<file path="src/rtl/adcc_pkg.sv">
// Constants, register map and carrier types of the converter control block.
// Assumes a 32-bit classic Wishbone register bus with byte addresses.
// Functional notes
// - Configuration bit 7 selects low-power, slower converter clock
// - Configuration bits 6:5 divide input clock; 00 is one
// - Configuration bit 4: sample 3.5 or 23.5 cycles
// - Configuration bits 3:2 pick resolution; 10 is 10-bit
// - Configuration bits 1:0 pick source; 00 is bus clock
// - Control two bit 7 reads one while converting
// - Control two: bit 6 hardware trigger, bit 5 compare
// - Control two bits 3:2 always read zero
// - Control one bit 7 read-only completion flag
// - Control one bit 6 enables completion interrupt request
// - Control one bit 5 continuous, else one per trigger
// - Control one bits 4:0 select the input channel
// - High byte read blocks overwrite until low read
// - Compare value pair holds compare threshold
// - Pin-control bit set disables that pin's digital control
// - Conversions allowed whatever the pin-control bit
// - Pin-control bit set: output high-impedance, pullup off
// - Input beyond references saturates to full scale or zero
// - With compare, flag only when compare condition holds
package adcc_pkg;

  // Register byte offsets
  localparam logic [7:0] OFF_CFG = 8'h00;
  localparam logic [7:0] OFF_SC2 = 8'h04;
  localparam logic [7:0] OFF_SC1 = 8'h08;
  localparam logic [7:0] OFF_RH = 8'h0C;
  localparam logic [7:0] OFF_RL = 8'h10;
  localparam logic [7:0] OFF_CVH = 8'h14;
  localparam logic [7:0] OFF_CVL = 8'h18;
  localparam logic [7:0] OFF_PC1 = 8'h1C;
  localparam logic [7:0] OFF_PC2 = 8'h20;

  // Reset values
  localparam logic [7:0] RST_CFG = 8'h00;
  localparam logic [7:0] RST_SC2 = 8'h00;
  localparam logic [7:0] RST_SC1 = 8'h00;
  localparam logic [9:0] RST_CV = 10'h000;
  localparam logic [9:0] RST_RES = 10'h000;
  localparam logic [7:0] RST_PC = 8'h00;

  // Field encodings
  localparam logic [1:0] MODE_10BIT = 2'b10;
  localparam logic [1:0] ICLK_BUS = 2'b00;
  localparam logic [1:0] ICLK_HALF = 2'b01;
  localparam logic [1:0] ICLK_ALT = 2'b10;
  localparam logic [1:0] ICLK_ASYNC = 2'b11;
  localparam logic [1:0] DIV_ONE = 2'b00;

  // Sample windows in half converter cycles, rounded up to whole ticks
  localparam int SAMPLE_SHORT_HALF = 7;
  localparam int SAMPLE_LONG_HALF = 47;
  localparam logic [5:0] SAMPLE_SHORT_TICKS = 6'((SAMPLE_SHORT_HALF + 1) / 2);
  localparam logic [5:0] SAMPLE_LONG_TICKS = 6'((SAMPLE_LONG_HALF + 1) / 2);

  localparam int RES_BITS = 10;
  localparam int PIN_COUNT = 16;

  // Configuration register layout, bit 7 first
  typedef struct packed {
    logic low_power_select;
    logic [1:0] clock_divide_select;
    logic long_sample_select;
    logic [1:0] mode_select;
    logic [1:0] input_clock_select;
  } adcc_cfg_t;

  // Control two layout
  typedef struct packed {
    logic conversion_active_flag;
    logic trigger_select;
    logic compare_enable;
    logic compare_greater_select;
    logic [1:0] unused;
    logic [1:0] internal;
  } adcc_sc2_t;

  // Control one layout
  typedef struct packed {
    logic conversion_complete_flag;
    logic completion_interrupt_enable;
    logic continuous_conversion_enable;
    logic [4:0] channel_select;
  } adcc_sc1_t;

  // Wishbone request and answer
  typedef struct packed {
    logic cyc;
    logic stb;
    logic we;
    logic [7:0] adr;
    logic [3:0] sel;
    logic [31:0] dat;
  } adcc_wb_req_t;

  typedef struct packed {
    logic ack;
    logic [31:0] dat;
  } adcc_wb_rsp_t;

  // Conversion phases, Gray along idle, sample, convert, finish
  typedef enum logic [1:0] {
    PH_IDLE = 2'b00,
    PH_SAMPLE = 2'b01,
    PH_CONVERT = 2'b11,
    PH_FINISH = 2'b10
  } adcc_phase_t;

endpackage

</file>
<file path="src/rtl/adcc_clkgen.sv">
// Converter clock enable generator: source select, divider, low-power limit.
// Assumes alt_clock comes from a pin of another domain; tick is a bus-clock enable.
`timescale 1ns/1ns
`default_nettype none
module adcc_clkgen
  import adcc_pkg::*;
#(
  parameter int ASYNC_DIV = 4
) (
  // Clock and reset
  input wire logic clock,
  input wire logic rst,
  // Configuration
  input wire adcc_cfg_t cfg,
  // Alternate clock pin
  input wire logic alt_clock,
  // Converter clock enable
  output logic tick
);

  typedef struct packed {
    logic alt_s1;
    logic alt_s2;
    logic alt_s3;
    logic half;
    logic [7:0] async_cnt;
    logic [2:0] div_cnt;
    logic tick;
  } adcc_clk_state_t;

  adcc_clk_state_t q;
  adcc_clk_state_t s;
  logic src_en;
  logic [2:0] div_last;
  logic fire;

  // Source select, divider and low-power gap
  always_comb begin
    s = q;
    s.alt_s1 = alt_clock;
    s.alt_s2 = q.alt_s1;
    s.alt_s3 = q.alt_s2;
    s.half = ~q.half;
    s.async_cnt = (q.async_cnt == 8'(ASYNC_DIV - 1)) ? 8'h00 : q.async_cnt + 8'h01;
    unique case (cfg.input_clock_select)
      ICLK_BUS: src_en = 1'b1;
      ICLK_HALF: src_en = q.half;
      ICLK_ALT: src_en = q.alt_s2 & ~q.alt_s3;
      ICLK_ASYNC: src_en = (q.async_cnt == 8'h00);
    endcase
    div_last = 3'((4'h1 << cfg.clock_divide_select) - 4'h1);
    fire = 1'b0;
    if (src_en) begin
      if (q.div_cnt >= div_last) begin
        s.div_cnt = 3'h0;
        fire = 1'b1;
      end else begin
        s.div_cnt = q.div_cnt + 3'h1;
      end
    end
    // Low power never lets two ticks run back to back
    s.tick = fire & ~(cfg.low_power_select & q.tick);
  end

  always_ff @(posedge clock) begin
    if (rst) begin
      q <= '0;
    end else begin
      q <= s;
    end
  end

  assign tick = q.tick;
endmodule
`default_nettype wire

</file>
<file path="src/rtl/adcc_top.sv">
// Converter control front end: Wishbone registers, conversion sequencer,
// compare, result blocking and analog pin control.
// Assumes the analog core answers comparator_above for dac_code in the same clock domain.
//
// Register access over Wishbone and the register offsets were left to the implementer.
`timescale 1ns/1ns
`default_nettype none
module adcc_top
  import adcc_pkg::*;
#(
  parameter int ASYNC_DIV = 4,
  parameter int PINS = PIN_COUNT
) (
  // Clock and reset
  input wire logic clock,
  input wire logic rst,
  // Register bus
  input wire adcc_wb_req_t wb_req,
  output adcc_wb_rsp_t wb_rsp,
  // Clock and trigger pins
  input wire logic alt_clock,
  input wire logic hw_trigger,
  // Analog core
  input wire logic comparator_above,
  output logic [RES_BITS-1:0] dac_code,
  output logic sample_en,
  output logic [4:0] channel,
  // Completion request
  output logic irq,
  // Port logic and pads
  input wire logic [PINS-1:0] gpio_out_en,
  input wire logic [PINS-1:0] gpio_pullup,
  output logic [PINS-1:0] pad_out_en,
  output logic [PINS-1:0] pad_pullup_en,
  output logic [PINS-1:0] pin_input_disable
);

  typedef struct packed {
    adcc_wb_rsp_t rsp;
    adcc_cfg_t cfg;
    adcc_sc2_t sc2;
    adcc_sc1_t sc1;
    logic [9:0] cv;
    logic [9:0] res;
    logic [7:0] pc1;
    logic [7:0] pc2;
    logic block;
    adcc_phase_t phase;
    logic [5:0] cnt;
    logic [3:0] bit_idx;
    logic [9:0] dac;
    logic sample;
    logic irq;
    logic trg_s1;
    logic trg_s2;
    logic trg_s3;
    logic [PINS-1:0] pad_oe;
    logic [PINS-1:0] pad_pu;
  } adcc_state_t;

  adcc_state_t q;
  adcc_state_t s;
  logic tick;
  logic req;
  logic acc;
  logic wr;
  logic rd;
  logic sc1_wr;
  logic start;
  logic hw_edge;
  logic rh_pending;
  logic [10:0] diff;
  logic cmp_ok;
  logic [5:0] samp_ticks;
  logic [3:0] top_bit;
  logic [PINS-1:0] pctl;

  // Decode a byte address against a register offset
  function automatic logic hit(input logic [7:0] adr, input logic [7:0] off);
    hit = ({adr[7:2], 2'b00} == off);
  endfunction

  // Read value of a register, zero for unmapped words
  function automatic logic [7:0] read_mux(input adcc_state_t st, input logic [7:0] adr);
    read_mux = 8'h00;
    if (hit(adr, OFF_CFG)) read_mux = st.cfg;
    if (hit(adr, OFF_SC2)) read_mux = {st.sc2[7:4], 4'h0};
    if (hit(adr, OFF_SC1)) read_mux = st.sc1;
    if (hit(adr, OFF_RH)) read_mux = {6'h00, st.res[9:8]};
    if (hit(adr, OFF_RL)) read_mux = st.res[7:0];
    if (hit(adr, OFF_CVH)) read_mux = {6'h00, st.cv[9:8]};
    if (hit(adr, OFF_CVL)) read_mux = st.cv[7:0];
    if (hit(adr, OFF_PC1)) read_mux = st.pc1;
    if (hit(adr, OFF_PC2)) read_mux = st.pc2;
  endfunction

  adcc_clkgen #(
    .ASYNC_DIV(ASYNC_DIV)
  ) u_clkgen (
    .clock(clock),
    .rst(rst),
    .cfg(q.cfg),
    .alt_clock(alt_clock),
    .tick(tick)
  );

  // Bus handshake terms; the write lands on the edge that carries ack
  always_comb begin
    req = wb_req.cyc & wb_req.stb;
    acc = req & q.rsp.ack;
    wr = acc & wb_req.we & wb_req.sel[0];
    rd = acc & ~wb_req.we;
    sc1_wr = wr & hit(wb_req.adr, OFF_SC1);
    // A high-byte read in flight already counts as blocking
    rh_pending = req & ~wb_req.we & hit(wb_req.adr, OFF_RH);
    hw_edge = q.trg_s2 & ~q.trg_s3;
    start = (sc1_wr & ~q.sc2.trigger_select)
      | (q.sc2.trigger_select & hw_edge & (q.phase == PH_IDLE));
    samp_ticks = q.cfg.long_sample_select ? SAMPLE_LONG_TICKS : SAMPLE_SHORT_TICKS;
    top_bit = (q.cfg.mode_select == MODE_10BIT) ? 4'd9 : 4'd7;
    diff = {1'b0, q.dac} - {1'b0, q.cv};
    // Upper limit: result at or above; lower limit: result below
    cmp_ok = q.sc2.compare_greater_select ? ~diff[10] : diff[10];
    pctl = PINS'({q.pc2, q.pc1});
  end

  // Next state of registers and sequencer
  always_comb begin
    s = q;
    s.rsp.ack = req & ~q.rsp.ack;
    s.rsp.dat = {24'h000000, read_mux(q, wb_req.adr)};
    s.trg_s1 = hw_trigger;
    s.trg_s2 = q.trg_s1;
    s.trg_s3 = q.trg_s2;

    // Register writes; result and flag bits are not writable
    if (wr) begin
      if (hit(wb_req.adr, OFF_CFG)) s.cfg = wb_req.dat[7:0];
      if (hit(wb_req.adr, OFF_SC2)) begin
        s.sc2.trigger_select = wb_req.dat[6];
        s.sc2.compare_enable = wb_req.dat[5];
        s.sc2.compare_greater_select = wb_req.dat[4];
        s.sc2.internal = wb_req.dat[1:0];
      end
      if (hit(wb_req.adr, OFF_SC1)) begin
        s.sc1.completion_interrupt_enable = wb_req.dat[6];
        s.sc1.continuous_conversion_enable = wb_req.dat[5];
        s.sc1.channel_select = wb_req.dat[4:0];
        s.sc1.conversion_complete_flag = 1'b0;
      end
      if (hit(wb_req.adr, OFF_CVH)) s.cv[9:8] = wb_req.dat[1:0];
      if (hit(wb_req.adr, OFF_CVL)) s.cv[7:0] = wb_req.dat[7:0];
      if (hit(wb_req.adr, OFF_PC1)) s.pc1 = wb_req.dat[7:0];
      if (hit(wb_req.adr, OFF_PC2)) s.pc2 = wb_req.dat[7:0];
    end

    // Result read order: high sets the block, low releases it
    if (rd && hit(wb_req.adr, OFF_RH)) s.block = 1'b1;
    if (rd && hit(wb_req.adr, OFF_RL)) begin
      s.block = 1'b0;
      s.sc1.conversion_complete_flag = 1'b0;
    end

    // Sequencer; pin control never gates a conversion
    unique case (q.phase)
      PH_IDLE: begin
        s.sample = 1'b0;
      end
      PH_SAMPLE: begin
        if (tick) begin
          if (q.cnt >= samp_ticks - 6'd1) begin
            s.phase = PH_CONVERT;
            s.sample = 1'b0;
            s.bit_idx = top_bit;
            s.dac = 10'(10'h001 << top_bit);
          end else begin
            s.cnt = q.cnt + 6'd1;
          end
        end
      end
      PH_CONVERT: begin
        if (tick) begin
          // Comparator always high ends at all ones, always low at zero
          if (!comparator_above) s.dac[q.bit_idx] = 1'b0;
          if (q.bit_idx == 4'd0) begin
            s.phase = PH_FINISH;
          end else begin
            s.bit_idx = q.bit_idx - 4'd1;
            s.dac[q.bit_idx - 4'd1] = 1'b1;
          end
        end
      end
      PH_FINISH: begin
        // Blocked or failed compare drops the result and leaves the flag alone
        if (!q.block && !rh_pending && (!q.sc2.compare_enable || cmp_ok)) begin
          s.res = q.sc2.compare_enable ? diff[9:0] : q.dac;
          s.sc1.conversion_complete_flag = 1'b1;
        end
        if (q.sc1.continuous_conversion_enable) begin
          s.phase = PH_SAMPLE;
          s.sample = 1'b1;
          s.cnt = 6'd0;
        end else begin
          s.phase = PH_IDLE;
        end
      end
    endcase

    // Any control-one write aborts; a software trigger restarts
    if (sc1_wr) begin
      s.phase = PH_IDLE;
      s.sample = 1'b0;
    end
    if (start) begin
      s.phase = PH_SAMPLE;
      s.sample = 1'b1;
      s.cnt = 6'd0;
      s.dac = 10'h000;
    end

    s.sc2.conversion_active_flag = (s.phase != PH_IDLE);
    s.sc2.unused = 2'b00;
    s.irq = s.sc1.conversion_complete_flag & s.sc1.completion_interrupt_enable;
    // Analog pins lose output drive and pullup
    s.pad_oe = gpio_out_en & ~pctl;
    s.pad_pu = gpio_pullup & ~pctl;
  end

  // State register
  always_ff @(posedge clock) begin
    if (rst) begin
      q <= '0;
      q.cfg <= RST_CFG;
      q.sc2 <= RST_SC2;
      q.sc1 <= RST_SC1;
      q.cv <= RST_CV;
      q.res <= RST_RES;
      q.pc1 <= RST_PC;
      q.pc2 <= RST_PC;
      q.phase <= PH_IDLE;
    end else begin
      q <= s;
    end
  end

  // Outputs straight from the state register
  assign wb_rsp = q.rsp;
  assign dac_code = q.dac;
  assign sample_en = q.sample;
  assign channel = q.sc1.channel_select;
  assign irq = q.irq;
  assign pad_out_en = q.pad_oe;
  assign pad_pullup_en = q.pad_pu;
  assign pin_input_disable = {q.pc2, q.pc1};
endmodule
`default_nettype wire

</file>
<file path="config.mk">
export PLATFORM = sky130hd
export DESIGN_NAME = adcc_top
export DESIGN_NICKNAME = d
export VERILOG_FILES = /design/src/rtl/adcc_pkg.sv /design/src/rtl/adcc_clkgen.sv /design/src/rtl/adcc_top.sv
export SDC_FILE = /design/constraint.sdc
export NUM_CORES = 1
export LEC_CHECK = 0
export ABC_CLOCK_PERIOD_IN_PS = 2400
export BUFFER_PORTS_ARGS = -buffer_cell sky130_fd_sc_hd__buf_2
export CAP_MARGIN = 20
export CORE_MARGIN = 2
export CORE_UTILIZATION = 30
export CTS_BUF_LIST = sky130_fd_sc_hd__clkbuf_4 sky130_fd_sc_hd__clkbuf_8 sky130_fd_sc_hd__clkbuf_16
export DETAILED_ROUTE_END_ITERATION = 12
export GPL_TIMING_DRIVEN = 0
export REMOVE_ABC_BUFFERS = 1
export SLEW_MARGIN = 20
export SYNTH_ARGS = -nofsm -noshare
export SYNTH_HDL_FRONTEND = slang
export SYNTH_SLANG_ARGS = --single-unit
</file>
<file path="constraint.sdc">
create_clock -name clock -period 2.4 [get_ports clock]
set_input_delay 0.24 -clock clock [delete_from_list [all_inputs] [get_ports clock]]
set_output_delay 0.24 -clock clock [all_outputs]
set_load 0.005 [all_outputs]
</file>
======== Word-level counts from Yosys, hierarchy flattened ========
Cells that the tools add are included.
cells by class
  add/subtract/negate cells ............... 7
  magnitude comparators ................... 6
  equal/unequal tests ..................... 25
  shifts and indexed selects .............. 2
  multiplexer cells ....................... 51
  bitwise operators ....................... 32
  reduce and logical (&&, ||, !) cells .... 34
operators by type and width
  kind                number
  $mux 8              12
  $mux 10             4
  $and 16x16->16      2
  $mux 14             2
  $pmux 14 s2         1
  $eq 6x3->1 const B  4
  $mux 23             1
  $mux 20             1
  $and 1x1->1         17
  $not 16->16         1
  $reduce_and 2->1    8
  $mux 15             1
  $eq 6x2->1 const B  2
  $mux 2              6
  $mux 6              2
  $pmux 6 s2          1
  $reduce_and 4->1    3
  $mux 1              11
  $mux 11             1
  $sub 10x10->11      1
  $and 10x10->10      1
  $eq 2x2->1 const B  5
  $lt 4x5->1 const B  2
  $not 10->10         1
  40 further kinds    67
storage, ports and cells
  bits in registers ....................... 167
  word-level logic and storage cells ...... 198

======== Logic depth before layout (Yosys ltp) ========
  depth in word-level cells ............... 14
  gate-level depth with buffers ........... 10

======== By module ========
From an unflattened synthesis, not the netlist that was laid out.
second synthesis, totals
  cells, all modules ...................... 803
  area total of the unflattened synthesis .. 7186.9 um^2
by module, submodules not included
  module       instances  cells an instance  area an instance (um^2)  seq. area each (um^2)
  adcc_top     1          721                6414.9                   2502.4
  adcc_clkgen  1          82                 772.0                    320.3

======== Worst setup path after synthesis ========
Ideal clock, no wire load.
  kind .................................... reg-to-reg
  start point ............................. register q, in the netlist dac_code[0]
  end point ............................... register q[85] in the netlist's numbering
  arrival ................................. 2345 ps
  data required time ...................... 2278 ps
  slack ................................... -66 ps
  stages on the path, launching flop included .. 11
  buffers on the path ..................... 0
  clock period less this slack ............ 2466 ps
  cell sequence ........................... dfxtp_1 -> inv_1 -> ha_1 -> inv_1 -> fa_1 -> a211o_1 -> a21oi_1 -> o31ai_2 -> mux2i_4 -> nand2_4 -> o311a_1
between the ends
  longest elaborated chain between the ends .. 6
RTL lines
  item                               line             source
  start: declaration                 adcc_top.sv:61   adcc_state_t q;
  start signal: assignment           adcc_top.sv:242  q <= s;
  $sub 10x10->11 (*)                 adcc_top.sv:121  diff = {1'b0, q.dac} - {1'b0, q.cv};
  $not 1->1                          adcc_top.sv:123  cmp_ok = q.sc2.compare_greater_select ? ~diff[10] : diff[10];
  $mux 1                             adcc_top.sv:123
  $logic_or 1x1->1                   adcc_top.sv:195  if (!q.block && !rh_pending && (!q.sc2.compare_enable || cmp_ok)) begin
  $logic_and 1x1->1                  adcc_top.sv:195
  $reduce_and 2->1 (no source line)  -
Mark *: on every way between the ends. The rest lies on a longest branch, timed or not.
A chain may end at the register's enable or synchronous reset.

======== Worst setup path in the final report ========
  start point ............................. register q, in the netlist dac_code[0]
  end point ............................... register q[82] in the netlist's numbering
Same word-level chain as after synthesis.

==> metrics.txt <==
# TYPE chip_impl_metric gauge
chip_impl_info{name="cells_traversed_along_the_worst_timing_path",value="inv_2, ha_4, inv_2, fa_2, a211o_1, buf_4, a21o_1, a21oi_2, xnor2_1, mux2_2, o211a_1"} 1
chip_impl_metric{name="synthDistinctLibCells",unit=""} 71
chip_impl_metric{name="synth-edff-count",unit=""} 0
chip_impl_metric{name="clock-sinks",unit=""} 141
chip_impl_metric{name="clock_power_share",unit="%"} 51.6
chip_impl_metric{name="wire_length_of_the_first_global_routing_pass",unit="mm"} 27.8
chip_impl_metric{name="floorplan.initialDensity",unit="%"} 30.4
chip_impl_metric{name="clk-insertion-delay-late",unit="ns"} 0.43
chip_impl_metric{name="synth_seq_cells",unit=""} 141
chip_impl_metric{name="design.core.area",unit="mm²"} 0.0233
chip_impl_metric{name="wl_per_cell",unit="µm"} 15.5
chip_impl_metric{name="total_leakage_power",unit="µW"} 0.00339
chip_impl_info{name="timing.rr.start",value="dac_code[0]"} 1
chip_impl_info{name="cp-startpoint",value="dac_code[0]"} 1
chip_impl_metric{name="p_sw_share",unit="%"} 22.9
chip_impl_metric{name="worst_hold_path.num_cells",unit=""} 2
chip_impl_metric{name="cell_internal_pwr",unit="µW"} 4190
chip_impl_metric{name="layout_setup_ws",unit="ns"} 0.0740
chip_impl_metric{name="syn-instance-count",unit=""} 813
chip_impl_info{name="synth_largest_area_cell",value="sky130_fd_sc_hd__dfxtp_1"} 1
chip_impl_metric{name="p_sw",unit="µW"} 1250
chip_impl_metric{name="clkTransAtPathRegs",unit="ns"} 0.07
chip_impl_metric{name="route.detailed.drc",unit=""} 0
chip_impl_metric{name="numCtsBuffers",unit=""} 17
chip_impl_metric{name="critical_path_cell_count",unit=""} 11
chip_impl_metric{name="cp.buffers_inverters",unit=""} 3
chip_impl_metric{name="syn_avg_cell_area",unit="µm²"} 8.72
chip_impl_metric{name="drive_above_1_share",unit="%"} 24.8
chip_impl_metric{name="synth_sequential_area_ratio",unit="%"} 39.8
chip_impl_metric{name="hold_violations_final",unit=""} 0
chip_impl_metric{name="drtAntennaViolNets",unit=""} 0
chip_impl_metric{name="grt_max_degree",unit=""} 66
chip_impl_metric{name="synth.cell_area",unit="mm²"} 0.00709
chip_impl_metric{name="place.gp.congestion",unit=""} 0.817
chip_impl_metric{name="cap_viol_max_count",unit=""} 0
chip_impl_metric{name="arrival",unit="ns"} 2.65
chip_impl_info{name="yosys.cell_count.top_type",value="sky130_fd_sc_hd__dfxtp_1"} 1
chip_impl_metric{name="post-route-min-period",unit="ns"} 2.33
chip_impl_metric{name="first_global_vias",unit=""} 5099
chip_impl_info{name="grt_setup_unrepaired",value="true"} 1
chip_impl_metric{name="fin_setup_tns",unit="ns"} 0
chip_impl_metric{name="timing.final.setup_violations",unit=""} 0
chip_impl_metric{name="antenna_found_initial",unit=""} 1
chip_impl_metric{name="place.detailed.hpwl",unit="mm"} 13.1
chip_impl_metric{name="routed_via_density",unit=""} 4.77
chip_impl_metric{name="area_growth",unit="%"} 16.7
chip_impl_metric{name="dr.first_iter.drc_count",unit=""} 417
chip_impl_metric{name="cts-root-to-sink-buffers",unit=""} 2
chip_impl_metric{name="cp.required",unit="ns"} 2.72
chip_impl_info{name="grt.busiest_layer",value="met2"} 1
chip_impl_info{name="crit_path_start_kind",value="flip-flop"} 1
chip_impl_metric{name="core.rowCount",unit=""} 56
chip_impl_info{name="timing.critical_path.mode_cell",value="sky130_fd_sc_hd__inv_2"} 1
chip_impl_info{name="path_delay_family",value="compound AO/OA/AOI/OAI gates"} 1
chip_impl_metric{name="dp_slack",unit="ns"} -0.390
chip_impl_metric{name="reg2reg_depth",unit=""} 11
chip_impl_metric{name="htreeDepth",unit=""} 4
chip_impl_metric{name="critical_path_peak_fanout",unit=""} 2
chip_impl_info{name="hold_path.class",value="in2reg"} 1
chip_impl_metric{name="timing.final.max_slew_violations",unit=""} 0
chip_impl_metric{name="route.vias.total",unit=""} 5720
chip_impl_info{name="hold_start",value="hw_trigger"} 1
chip_impl_info{name="most_numerous_cell_types_in_the_synthesized_netlist",value="141 x sky130_fd_sc_hd__dfxtp_1, 97 x sky130_fd_sc_hd__buf_4, 76 x sky130_fd_sc_hd__nor2_1, 66 x sky130_fd_sc_hd__nand2_1, 63 x sky130_fd_sc_hd__a21oi_1"} 1
chip_impl_metric{name="die_w",unit="µm"} 158
chip_impl_metric{name="achievable-frequency",unit="MHz"} 430
chip_impl_info{name="synth-main-ff-cell",value="sky130_fd_sc_hd__dfxtp_1"} 1
chip_impl_metric{name="power_density",unit="mW/mm²"} 657
chip_impl_metric{name="groute.layer.met2.usage",unit="%"} 23.6
chip_impl_metric{name="power.share.sequential",unit="%"} 44.1
chip_impl_metric{name="yosysTopAreaCellShare",unit="%"} 39.8
chip_impl_metric{name="max_stage_delay",unit="ns"} 0.36
chip_impl_metric{name="aggregate_global_route_resource_usage",unit="%"} 14.6
chip_impl_metric{name="grt_util_met1",unit="%"} 18.6
chip_impl_metric{name="filler_cell_count",unit=""} 2427
chip_impl_metric{name="gr-usage-met3",unit="%"} 4.33
chip_impl_metric{name="num_io_pins",unit=""} 182
chip_impl_info{name="clock_tree_from_tritoncts",value="built"} 1
chip_impl_info{name="post_synth_main_area_contributors",value="sky130_fd_sc_hd__dfxtp_1 40%, sky130_fd_sc_hd__buf_4 10%, sky130_fd_sc_hd__a21oi_1 4.4%"} 1
chip_impl_metric{name="skew",unit="ns"} 0.00954
chip_impl_metric{name="detailedRoute.firstPassIterationCount",unit=""} 4
chip_impl_metric{name="final_cell_count_no_fill",unit=""} 1198
chip_impl_metric{name="die-height",unit="µm"} 158
chip_impl_metric{name="vdd_ir_drop_max",unit="V"} 0.000469
chip_impl_metric{name="power_share_of_the_combinational_group",unit="%"} 4.3
chip_impl_metric{name="slew_at_the_pin_closest_to_its_max_slew_limit",unit="ns"} 0.825
chip_impl_metric{name="cts.hold.buffers_added",unit=""} 0
chip_impl_info{name="path_class",value="reg2reg"} 1
chip_impl_metric{name="grt_remaining_overflow",unit=""} 0
chip_impl_metric{name="timing.hold.ws",unit="ns"} 0.0335
chip_impl_metric{name="die-area",unit="mm²"} 0.0249
chip_impl_metric{name="placed_cells_incl_taps",unit=""} 1156
chip_impl_info{name="timing.critical_path.slowest_stage_cell",value="sky130_fd_sc_hd__fa_2"} 1
chip_impl_info{name="run_status",value="finished clean"} 1
chip_impl_metric{name="wl",unit="mm"} 18.6
chip_impl_info{name="timing.critical_path.to_type",value="flip-flop"} 1
chip_impl_metric{name="layout.nets",unit=""} 969
chip_impl_metric{name="post-route-period-util",unit="%"} 96.9
chip_impl_metric{name="worst_slew_margin_rel",unit="%"} 45.0
chip_impl_info{name="ctsRootBufferMaster",value="sky130_fd_sc_hd__clkbuf_16"} 1
chip_impl_metric{name="port_buffer_count",unit=""} 128
chip_impl_metric{name="postSynth.asyncResetShare",unit="%"} 0
chip_impl_metric{name="yosys_warnings",unit=""} 0
==> path summary, 6_finish.rpt <==
kind / to / slack (ns)
max: q[82] / 0.07
min: q[34] / 0.03
max reg2reg: q[82] / 0.07
min reg2reg: u_clkgen.q[12] / 0.42
==> logic make-up after synthesis <==
group,after synthesis,share of synthesized area [%]
compound gates,162,15.6
buf+inv,162,13.8
flops,141,39.8
fa+ha+maj,20,3.64
mux,32,4.75
simple gates,282,20.7
other cells,1,0.0529
xor+xnor,13,1.61
==> layout by cell type (no fill, tap or decap), drive strengths merged, types with 19 or more instances in the layout <==
| cell type | n |
|---|---|
| a21oi | 64 |
| buf | 141 |
| clkbuf | 19 |
| conb | 24 |
| dfxtp | 141 |
| ha | 19 |
| inv | 37 |
| mux2i | 29 |
| nand2 | 68 |
| nand3 | 37 |
| nor2 | 76 |
| nor3b | 31 |
| o21ai | 21 |
==> through the flow <==
step | utilization [%] | power, µW | area (µm²)
2_1_floorplan | - | 2530 | 6310
3_3_place_gp | 31.5 | 2680 | 7350
3_5_place_dp | 31.8 | 2690 | 7430
4_1_cts | 34.9 | 5500 | 8140
5_1_grt | 35.4 | 5630 | 8270
6_report | 35.5 | 5440 | 8270
==> power by group through the flow <==
stage,registers [µW],logic (µW),clock network (µW)
floorplan,2450,77.2,0
global placement,2450,225,0
detailed placement,2450,234,0
CTS,2400,234,2860
global route,2400,261,2970
finish,2400,235,2800
==> state kept, by name, indices dropped and copies added, names as in the netlist, 5 cells and up <==
name,count
q,51
u_clkgen.q,15
channel,5
pad_out_en,16
pad_pullup_en,16
dac_code,10
pin_input_disable,16
wb_rsp,9
==> repair_timing <==
action                     4_1_cts  5_1_grt
hold endpoints to repair         0        0
resized for setup               14       16
setup buffers                    6        3
pin swaps                       10        6
setup endpoints to repair       16       19
==> routing by layer <==
layer / routed length [µm] / vias to the layer above
li1: - / 2832
met1: 8310 / 2689
met2: 8830 / 180
met3: 1110 / 19
met4: 327 / 0
met5: 0 / -
==> layout make-up <==
| cell class | instances | area, µm² | share of cell area, % |
|---|---|---|---|
| Clock buffer | 19 | 453 | 5.47 |
| Sequential cell | 141 | 2830 | 34.2 |
| Clock inverter | 13 | 175 | 2.12 |
| Tap cell | 319 | 399 | 4.82 |
| Timing Repair Buffer | 141 | 776 | 9.38 |
| Antenna cell | 1 | 2.50 | 0.0302 |
| Inverter | 31 | 116 | 1.41 |
| Multi-Input combinational cell | 533 | 3520 | 42.6 |
(Power assumes the default switching activity.)
